--- src/core/bwte_defs.svh ---
// Constants for the bus word trigger expander: field widths, encodings, counts.
// Assumes inclusion by bare name from the package and the design module.
`ifndef BWTE_DEFS_SVH
`define BWTE_DEFS_SVH

`define BWTE_ADDR_W     16
`define BWTE_DATA_W     8
`define BWTE_DLY_W      10
`define BWTE_DLY_MAX    10'h3E7
`define BWTE_DLY_ZERO   10'h000
`define BWTE_DLY_ONE    10'h001
`define BWTE_WARM_W     3
`define BWTE_QUAL_LOW   2'h0
`define BWTE_QUAL_HIGH  2'h1
`define BWTE_QUAL_ANY   2'h2
`define BWTE_MUX_DATA   2'h0
`define BWTE_MUX_AHI    2'h1
`define BWTE_MUX_ALO    2'h2

`endif

--- src/core/bwte_pkg.sv ---
// Types shared by the bus word trigger expander.
// Assumes bwte_defs.svh is on the include path.
`default_nettype none
`include "bwte_defs.svh"

package bwte_pkg;

  // Sampled probe word
  typedef struct packed {
    logic [`BWTE_ADDR_W-1:0] addr;
    logic [`BWTE_DATA_W-1:0] data;
    logic                    trig_qual;
    logic                    valid_address_flag;
  } bwte_probe_s;

  // Front-panel style settings
  typedef struct packed {
    logic [`BWTE_ADDR_W-1:0] match_addr;
    logic [1:0]              trig_qual_mode;
    logic                    clk_qual_en;
    logic                    dly_by_trigger;
    logic [`BWTE_DLY_W-1:0]  dly_preset;
    logic                    trig_sync;
    logic [1:0]              mux_sel;
    logic                    edge_falling;
  } bwte_cfg_s;

  typedef enum logic [1:0] {
    BWTE_IDLE  = 2'b00,
    BWTE_COUNT = 2'b01
  } bwte_state_e;

endpackage : bwte_pkg

`default_nettype wire

--- src/core/bwte_core.sv ---
// Word recognizer trigger expander: samples a probe bus, matches the address,
// delays the trigger and forwards one selected byte.
// Assumes probe pins are asynchronous to core_clk_in and that the probe clock
// is slow enough (several core cycles per phase) to be edge-detected here.
// Limitation: each probe clock phase must span at least three core cycles,
// or an edge can be lost in the synchronisers.
`default_nettype none
`include "bwte_defs.svh"

// Overview of operation
// - All sixteen sampled address bits are compared with the preset value; equality fires a match.
// - Exactly one of data byte, upper address byte or lower address byte goes to the byte output.
// - Qualifier mode low or high demands that level on the qualifier pin; don't-care ignores it.
// - With the write strobe on the qualifier pin, only cycles writing the matched address fire.
// - The delay counts either qualified clocks or further triggers and fires when exhausted.
// - Delay preset covers 0 to 999, and zero passes the trigger straight through.
// - With clock qualification on, edges count only while the clock qualifier is high.
// - Address triggering is either off or synchronous to qualified sampling edges.
module bwte_core
  import bwte_pkg::*;
(
  input  wire logic                    core_clk_in,
  input  wire logic                    rst_n_in,
  input  wire logic                    probe_clk_in,
  input  wire logic [`BWTE_ADDR_W-1:0] probe_addr_in,
  input  wire logic [`BWTE_DATA_W-1:0] probe_data_in,
  input  wire logic                    trig_qual_in,
  input  wire logic                    valid_address_flag_in,
  input  wire bwte_cfg_s               cfg_in,
  output var  logic [`BWTE_DATA_W-1:0] mux_byte_out,
  output var  logic                    match_out,
  output var  logic                    trigger_out,
  output var  logic [`BWTE_DLY_W-1:0]  dly_count_out
);

  // ************************************************
  // Input synchronisers
  // ************************************************
  bwte_probe_s probe_now;
  bwte_probe_s probe_meta;
  bwte_probe_s probe_sync;
  logic        pclk_meta;
  logic        pclk_sync;
  logic        pclk_prev;
  logic [`BWTE_WARM_W-1:0] warm;

  assign probe_now = '{addr: probe_addr_in, data: probe_data_in,
                       trig_qual: trig_qual_in,
                       valid_address_flag: valid_address_flag_in};

  // Two stages on every bus pin; first stage feeds only the second
  always_ff @(posedge core_clk_in or negedge rst_n_in) begin
    if (!rst_n_in) begin
      probe_meta <= '0;
      probe_sync <= '0;
    end else begin
      probe_meta <= probe_now;
      probe_sync <= probe_meta;
    end
  end

  // Probe clock gets the same two stages plus one history stage, so an edge
  // is seen in the very cycle its bus word leaves the second stage
  always_ff @(posedge core_clk_in or negedge rst_n_in) begin
    if (!rst_n_in) begin
      pclk_meta <= 1'b0;
      pclk_sync <= 1'b0;
      pclk_prev <= 1'b0;
    end else begin
      pclk_meta <= probe_clk_in;
      pclk_sync <= pclk_meta;
      pclk_prev <= pclk_sync;
    end
  end

  // History valid flag. Reset leaves zeros in the edge detector; if the probe
  // clock idles high, comparing those zeros with the first real sample would
  // fake a rising edge, so no edge counts until the history is real
  always_ff @(posedge core_clk_in or negedge rst_n_in) begin
    if (!rst_n_in) begin
      warm <= '0;
    end else begin
      warm <= {warm[`BWTE_WARM_W-2:0], 1'b1};
    end
  end

  // ************************************************
  // Sampling edge and qualifiers
  // ************************************************
  logic sample_edge;
  logic clk_ok;
  logic qual_ok;
  logic qual_edge;
  logic hit;

  // Qualifier check used once, by the match path; the delay path sees it only through matches
  function automatic logic qual_pass(input logic [1:0] mode, input logic lvl);
    case (mode)
      `BWTE_QUAL_LOW:  qual_pass = !lvl;
      `BWTE_QUAL_HIGH: qual_pass = lvl;
      default:         qual_pass = 1'b1;
    endcase
  endfunction

  // Data and probe clock arrive through equal sync depth, so both are aligned
  assign sample_edge = warm[`BWTE_WARM_W-1]
                    && (cfg_in.edge_falling ? (pclk_prev && !pclk_sync)
                                            : (!pclk_prev && pclk_sync));
  // A low clock qualifier drops the whole edge, display update included
  assign clk_ok    = !cfg_in.clk_qual_en || probe_sync.valid_address_flag;
  assign qual_edge = sample_edge && clk_ok;
  // Qualifier level comes from the same synchronised word as the address
  assign qual_ok   = qual_pass(cfg_in.trig_qual_mode, probe_sync.trig_qual);
  // Off mode disables address triggering entirely
  assign hit = cfg_in.trig_sync && qual_edge && qual_ok
            && (probe_sync.addr == cfg_in.match_addr);

  // ************************************************
  // Display multiplexer
  // ************************************************
  // Latched on qualified edges so the analyzer sees a steady byte
  // The display follows accepted edges even while address triggering is off
  always_ff @(posedge core_clk_in or negedge rst_n_in) begin
    if (!rst_n_in) begin
      mux_byte_out <= '0;
    end else if (qual_edge) begin
      case (cfg_in.mux_sel)
        `BWTE_MUX_AHI: mux_byte_out <= probe_sync.addr[`BWTE_ADDR_W-1 -: `BWTE_DATA_W];
        `BWTE_MUX_ALO: mux_byte_out <= probe_sync.addr[`BWTE_DATA_W-1:0];
        default:       mux_byte_out <= probe_sync.data;
      endcase
    end
  end

  // Raw match pulse for observers
  always_ff @(posedge core_clk_in or negedge rst_n_in) begin
    if (!rst_n_in) begin
      match_out <= 1'b0;
    end else begin
      match_out <= hit;
    end
  end

  // ************************************************
  // Delay counter
  // ************************************************
  bwte_state_e            state;
  logic [`BWTE_DLY_W-1:0] count;
  logic [`BWTE_DLY_W-1:0] preset_clip;
  logic                   dec_evt;
  logic                   preset_zero;
  logic                   arm_now;
  logic                   pass_now;
  logic                   last_step;

  // Presets above 999 are clipped; the dials cannot go higher
  assign preset_clip = (cfg_in.dly_preset > `BWTE_DLY_MAX) ? `BWTE_DLY_MAX
                                                          : cfg_in.dly_preset;
  assign dec_evt = cfg_in.dly_by_trigger ? hit : qual_edge;
  assign preset_zero = (preset_clip == `BWTE_DLY_ZERO);
  // A match only arms from idle; while counting it is just a decrement event
  assign arm_now   = (state == BWTE_IDLE) && hit && !preset_zero;
  assign pass_now  = (state == BWTE_IDLE) && hit && preset_zero;
  assign last_step = (state == BWTE_COUNT) && dec_evt
                  && (count == `BWTE_DLY_ONE);

  // Idle or counting; leaving on the last step frees the next match to re-arm
  always_ff @(posedge core_clk_in or negedge rst_n_in) begin
    if (!rst_n_in) begin
      state <= BWTE_IDLE;
    end else begin
      case (state)
        BWTE_IDLE: begin
          if (arm_now) begin
            state <= BWTE_COUNT;
          end
        end
        BWTE_COUNT: begin
          if (last_step) begin
            state <= BWTE_IDLE;
          end
        end
        default: state <= BWTE_IDLE;
      endcase
    end
  end

  // Loaded only when arming, so a repeat match in trigger mode never restarts
  // the delay; in clock mode the same match simply counts as one more clock
  always_ff @(posedge core_clk_in or negedge rst_n_in) begin
    if (!rst_n_in) begin
      count <= `BWTE_DLY_ZERO;
    end else if (arm_now) begin
      count <= preset_clip;
    end else if ((state == BWTE_COUNT) && dec_evt) begin
      count <= count - `BWTE_DLY_ONE;
    end
  end

  // One-cycle trigger, straight through for a zero preset, else on the last step
  always_ff @(posedge core_clk_in or negedge rst_n_in) begin
    if (!rst_n_in) begin
      trigger_out <= 1'b0;
    end else begin
      trigger_out <= pass_now || last_step;
    end
  end

  // Remaining count shown for the operator
  always_ff @(posedge core_clk_in or negedge rst_n_in) begin
    if (!rst_n_in) begin
      dly_count_out <= `BWTE_DLY_ZERO;
    end else begin
      dly_count_out <= count;
    end
  end

endmodule : bwte_core

`default_nettype wire

--- config.mk ---
export PLATFORM = sky130hd
export DESIGN_NAME = bwte_core
export DESIGN_NICKNAME = d
export VERILOG_FILES = /design/src/core/bwte_pkg.sv /design/src/core/bwte_core.sv
export VERILOG_INCLUDE_DIRS = /design/src /design/src/core
export SDC_FILE = /design/constraint.sdc
export NUM_CORES = 1
export LEC_CHECK = 0
export BUFFER_PORTS_ARGS = -buffer_cell sky130_fd_sc_hd__buf_2
export CORE_MARGIN = 3
export CORE_UTILIZATION = 47
export DETAILED_ROUTE_END_ITERATION = 10
export HOLD_SLACK_MARGIN = 0.03
export PLACE_DENSITY = 0.75
export SYNTH_ARGS = -nofsm -noshare
export SYNTH_HDL_FRONTEND = slang
export SYNTH_SLANG_ARGS = --single-unit
--- constraint.sdc ---
create_clock -name core_clk_in -period 1.94 [get_ports core_clk_in]
set_clock_uncertainty 0.2 [all_clocks]
set_input_delay 0.194 -clock core_clk_in [delete_from_list [all_inputs] [get_ports core_clk_in]]
set_output_delay 0.194 -clock core_clk_in [all_outputs]
set_load 0.05 [all_outputs]
* Word-level counts from Yosys, hierarchy flattened
Index checks and enable logic that the tools add are counted.
** Operators by class
- Add/sub/neg operators :: 1
- Magnitude comparators :: 1
- Equality and inequality tests :: 8
- Multiplexer cells :: 10
- Reduce and logical (&&, ||, !) cells :: 24
** Operator list (count)
- two-way mux 10 bit :: 3
- equality test 16 bit :: 1
- case mux 8 bit (2 select lines) :: 1
- logical AND 1 bit :: 12
- equality test 10 x 1 -> 1 bit (second input constant) :: 1
- > comparator 10 bit (second input constant) :: 1
- zero test 10 bit :: 1
- subtractor 10 x 1 -> 10 bit (second input constant) :: 1
- equality test 2 x 1 -> 1 bit (second input constant) :: 3
- zero test 1 bit :: 5
- zero test 2 bit :: 2
- two-way mux 2 bit :: 2
- inequality test 2 bit (second input constant) :: 2
- case mux 2 bit (2 select lines) :: 1
- equality test 2 bit (second input constant) :: 1
- logical OR 1 bit :: 2
- two-way mux 1 bit :: 2
- case mux 1 bit (2 select lines) :: 1
- AND reduction 2 bit :: 1
- nonzero test 2 bit :: 1
** Storage, ports and cells
- Bits in registers :: 90
- Input bits :: 63

* Depth between registers and ports, before layout
- Depth after elaboration :: 13
- Depth in mapped cells :: 8

* Worst setup path after synthesis
OpenSTA, ideal clock, no wires.
- Kind :: reg2reg
- Start point :: register count[0]
- End point :: register count[8]
- Setup time :: 0.126 ns
- Arrival :: 1.731 ns
- Data required time :: 1.614 ns
- Path slack :: -0.117 ns
- Cell stages (with the launch flop) :: 9
- Cell sequence :: dfrtp_1 -> inv_1 -> ha_1 -> or3b_2 -> nor2_1 -> nand2_1 -> o21ai_0 -> a21oi_1 -> a221o_1
** Between the ends
- Word-level cells in the longest chain between the ends :: 3
** Ends and longest elaborated chain
- from (decl) :: RTL line bwte_core.sv:148 : logic [`BWTE_DLY_W-1:0] count;
- from (signal assigned) :: RTL line bwte_core.sv:192 : count <= `BWTE_DLY_ZERO;
- from (signal assigned) :: RTL line bwte_core.sv:194 : count <= preset_clip;
- from (signal assigned) :: RTL line bwte_core.sv:196 : count <= count - `BWTE_DLY_ONE;
- subtractor 10 x 1 -> 10 bit (no line)
- two-way mux 10 bit :: RTL line bwte_core.sv:195 : end else if ((state == BWTE_COUNT) && dec_evt) begin
- two-way mux 10 bit :: RTL line bwte_core.sv:193 : end else if (arm_now) begin
Every way passes these cells. The select of a mux whose other input is x is not followed.
A chain may end at the register's enable or synchronous reset.

* Worst setup path after layout
- Start point :: register probe_sync[19] in the netlist's numbering
- End point :: register state[0]
** Between the ends
- Word-level cells in the longest chain between the ends :: 7
- Elaborated cells between the ends (all ways) :: 10
** Ends and longest elaborated chain
- from (decl) :: RTL line bwte_core.sv:41 : bwte_probe_s probe_sync;
- from (signal assigned) :: RTL line bwte_core.sv:58 : probe_sync <= probe_meta;
- equality test 16 bit * :: RTL line bwte_core.sv:116 : && (probe_sync.addr == cfg_in.match_addr);
- logical AND 1 bit * :: RTL line bwte_core.sv:116
- two-way mux 1 bit :: RTL line bwte_core.sv:159 : assign dec_evt = cfg_in.dly_by_trigger ? hit : qual_edge;
- logical AND 1 bit (2 in series) :: RTL line bwte_core.sv:164 : assign last_step = (state == BWTE_COUNT) && dec_evt
- inequality test 2 bit (no line)
- AND reduction 2 bit (no line) *
- to (signal assigned) :: RTL line bwte_core.sv:170 : state <= BWTE_IDLE;
- to (signal assigned) :: RTL line bwte_core.sv:175 : state <= BWTE_COUNT;
- to (signal assigned) :: RTL line bwte_core.sv:180 : state <= BWTE_IDLE;
- to (decl) :: RTL line bwte_core.sv:147 : bwte_state_e state;
Mark *: on every way between the ends. The rest lies on a longest branch, timed or not.

==> load_flow_metrics.sql <==
INSERT INTO impl_metrics (metric_group, metric, value, unit) VALUES
('global_route', 'grt_antenna_before_repair', '0', ''),
('timing', 'hold_viol_final', '0', ''),
('synthesis', 'synthesis.area', '3350', 'um2'),
('global_route', 'grt.total_usage', '0.213', ''),
('clock_network', 'clkTransAtPathRegs', '0.08', 'ns'),
('power', 'fin_total_pwr', '0.00411', 'W'),
('timing', 'final-max-slew-violation-count', '0', ''),
('setup_path', 'worstSetupStartpointType', 'flip-flop', ''),
('synthesis', 'ys_seq_elements', '89', ''),
('timing', 'finalSetupViolations', '12', ''),
('synthesis', 'combinational_family_with_the_most_area_after_synthesis', 'compound AO/OA/AOI/OAI gates', ''),
('synthesis', 'dominantRegCellSynth', 'sky130_fd_sc_hd__dfrtp_1', ''),
('cells_and_area', 'final_design_area_no_fill', '5000', 'um2'),
('synthesis', 'syn_inst', '263', ''),
('floorplan', 'dieArea', '8170', 'um2'),
('synthesis', 'synth_cell_type_count', '49', ''),
('synthesis', 'synth.area.mux_share', '0.00673', ''),
('synthesis', 'synth_async_sr_flop_share', '1.00', ''),
('global_route', 'grt_pass1_wl', '13400', 'um'),
('setup_path', 'cp.arrival', '2.19', 'ns'),
('clock_network', 'cts.htree.levels', '3', ''),
('detailed_routing', 'routed_wirelength', '8740', 'um'),
('power', 'pwr_density_cell', '822', 'nW/um2'),
('synthesis', 'synth_area_per_cell', '12.7', 'um2'),
('cells_and_area', 'finish.utilization', '0.732', ''),
('status', 'outcome', 'finished with violations', ''),
('status', 'failed_checks', 'negative setup slack', ''),
('detailed_routing', 'detail_route.vias_per_cell', '4.94', ''),
('detailed_routing', 'drt_drc_violations_left', '0', ''),
('detailed_routing', 'via_count', '2678', ''),
('cells_and_area', 'drive_above_1_share', '0.437', ''),
('floorplan', 'std_cell_rows', '30', ''),
('placement', 'placed_cell_area', '4210', 'um2'),
('clock_network', 'cts_tree', 'yes', ''),
('clock_network', 'cts.sink_count', '89', ''),
('global_route', 'grt_start_max_net_pins', '38', ''),
('synthesis', 'synth_top_area_share', '0.665', ''),
('floorplan', 'floorplan.initialDensity', '0.490', ''),
('setup_path', 'worst_setup_path_end_kind', 'flip-flop', ''),
('synthesis', 'yosys.area_share.simple', '0.120', ''),
('setup_path', 'critPathRequiredTime', '1.99', 'ns'),
('min_path', 'number_of_stages_on_the_worst_hold_path', '4', ''),
('cells_and_area', 'fillerInstances', '492', ''),
('global_route', 'met1_usage', '0.257', ''),
('synthesis', 'leading_post_synthesis_cells_by_cell_area', 'sky130_fd_sc_hd__dfrtp_1 (67%), sky130_fd_sc_hd__xnor2_1 (4.4%), sky130_fd_sc_hd__nand2_1 (2.4%), sky130_fd_sc_hd__a22oi_1 (2.2%), sky130_fd_sc_hd__a21oi_1 (2.1%)', ''),
('global_route', 'grt_pass1_vias', '2737', ''),
('synthesis', 'synth-adder-area-share', '0.0150', ''),
('timing', 'postLayoutSetupSlackWorst', '-0.207', 'ns'),
('cells_and_area', 'mostFrequentLayoutCell', 'sky130_fd_sc_hd__dfrtp_1', ''),
('clock_network', 'clockRootBuffer', 'sky130_fd_sc_hd__clkbuf_8', ''),
('floorplan', 'ios', '83', ''),
('timing', 'fmaxAchievable', '466', 'MHz'),
('floorplan', 'chipHeight', '90.4', 'um'),
('clock_network', 'clk-insertion-delay-late', '0.35', 'ns'),
('flow_run', 'cap_violations', '0', ''),
('detailed_routing', 'detail_route.iter0.violations', '95', ''),
('timing', 'period_share', '1.11', ''),
('global_route', 'grt_use_met2', '0.361', ''),
('placement', 'detailedPlacementHpwl', '5750', 'um'),
('global_route', 'most_utilized_layer_in_the_global_route_result', 'met2', ''),
('placement', 'port-buffer-count', '82', ''),
('cells_and_area', 'antenna_cells_inserted', '0', ''),
('detailed_routing', 'routedWlPerCell', '16.1', 'um'),
('cells_and_area', 'layout.cells.most_common_list', 'sky130_fd_sc_hd__dfrtp_1 (89), sky130_fd_sc_hd__buf_2 (82), sky130_fd_sc_hd__buf_4 (56)', ''),
('min_path', 'hold_class', 'in2reg', ''),
('clock_network', 'cts_made_buffers', '9', ''),
('placement', 'routabilityCongestion', '0.924', ''),
('global_route', 'grt_remaining_overflow', '0', ''),
('cells_and_area', 'area_growth_from_synthesis_to_layout', '49.3', '%'),
('synthesis', 'synth_top_area_cell', 'sky130_fd_sc_hd__dfrtp_1', ''),
('detailed_routing', 'antenna_left', '0', '');
-- critical path: stages, from the launching register on --
cell and delay (ns):
sky130_fd_sc_hd__dfrtp_1 0.43, sky130_fd_sc_hd__xnor2_2 0.19, sky130_fd_sc_hd__nand4_1 0.22, sky130_fd_sc_hd__nor3_4 0.29, sky130_fd_sc_hd__a41o_4 0.28, sky130_fd_sc_hd__buf_6 0.15
sky130_fd_sc_hd__nand3_4 0.09, sky130_fd_sc_hd__a21boi_2 0.18
-- cell usage after synthesis, drive strengths merged, types with 2 or more instances --
master and instances:
a211oi 2, a21boi 3, a21oi 14, a221oi 2, a22oi 10, a32oi 2
and3 2, buf 6, clkbuf 4, dfrtp 89, ha 4, inv 6
mux2 2, nand2 21, nand2b 2, nand3 7, nand4 3, nor2 17
nor2b 4, nor3 8, nor4 5, o211ai 3, o21ai 14, xnor2 17
-- worst paths after layout --
path | from | to | slack (ns)
max | probe_sync[19]$_DFF_PN0_ | state[0]$_DFFE_PN0P_ | -0.21
min | cfg_in[8] | count[4]$_DFFE_PN0P_ | 0.07
max reg2reg | probe_sync[19]$_DFF_PN0_ | state[0]$_DFFE_PN0P_ | -0.21
min reg2reg | probe_meta[5]$_DFF_PN0_ | probe_sync[5]$_DFF_PN0_ | 0.15
max in group asynchronous | rst_n_in | probe_meta[6]$_DFF_PN0_ | 0.83
min in group asynchronous | rst_n_in | mux_byte_out[4]$_DFFE_PN0N_ | 0.13
-- cell families after synthesis --
group / count (synthesis)
and+or+nand+nor: 77
xor gates and xnor gates: 17
muxes: 2
AOI/OAI and AO/OA: 57
other: 1
adders and majority gates: 4
DFF: 89
buffers and inverters: 16
-- per-stage QoR --
| step | setup slack [ns] | TNS (ns) | cells |
|---|---|---|---|
| 3_5_place_dp | -0.192 | -1.73 | 481 |
| 2_1_floorplan | -0.00680 | -0.00680 | 263 |
| 5_1_grt | -0.327 | -3.18 | 542 |
| 6_report | -0.207 | -1.90 | 542 |
| 4_1_cts | -0.162 | -1.47 | 537 |
| 3_3_place_gp | -0.123 | -0.981 | 481 |
-- sequential cells by signal (all words and copies together) (netlist names) --
signal	flops
pclk_prev	1
state	1
probe_sync	26
mux_byte_out	8
trigger_out	1
dly_count_out	10
match_out	1
probe_meta	26
warm	3
pclk_meta	1
pclk_sync	1
count	10
-- area by class of cell --
cell class	count	area (um2)	share of cell area
multi-input combinational	158	1200	0.240
timing repair buffer	177	1240	0.248
sequential	89	2230	0.446
clock buffer	11	151	0.0303
clock inverter	5	37.5	0.00751
tap	96	120	0.0240
inverter	6	22.5	0.00451
-- repair_timing --
item | CTS | global route
gates resized for setup | 7 | 26
buffers inserted | 7 | 4
gates cloned | 0 | 1
pin swaps | 5 | 15
endpoints found under the hold margin | 121 | 0
hold buffers | 33 | 0
endpoints found under the setup margin | 12 | 12
-- where the power goes --
group,leakage (nW),internal [W],switching (W)
registers,1.07,0.00199,0.0000637
logic,1.22,0.000362,0.000508
clock network,0.0919,0.000539,0.000644
-- metal layers --
metal | vias up | share of wire
met5 | - | 0
met3 | 15 | 0.049
li1 | 1282 | -
met4 | 0 | 0.020
met2 | 94 | 0.52
met1 | 1287 | 0.41
No activity file was read; power rests on OpenSTA's default activity.
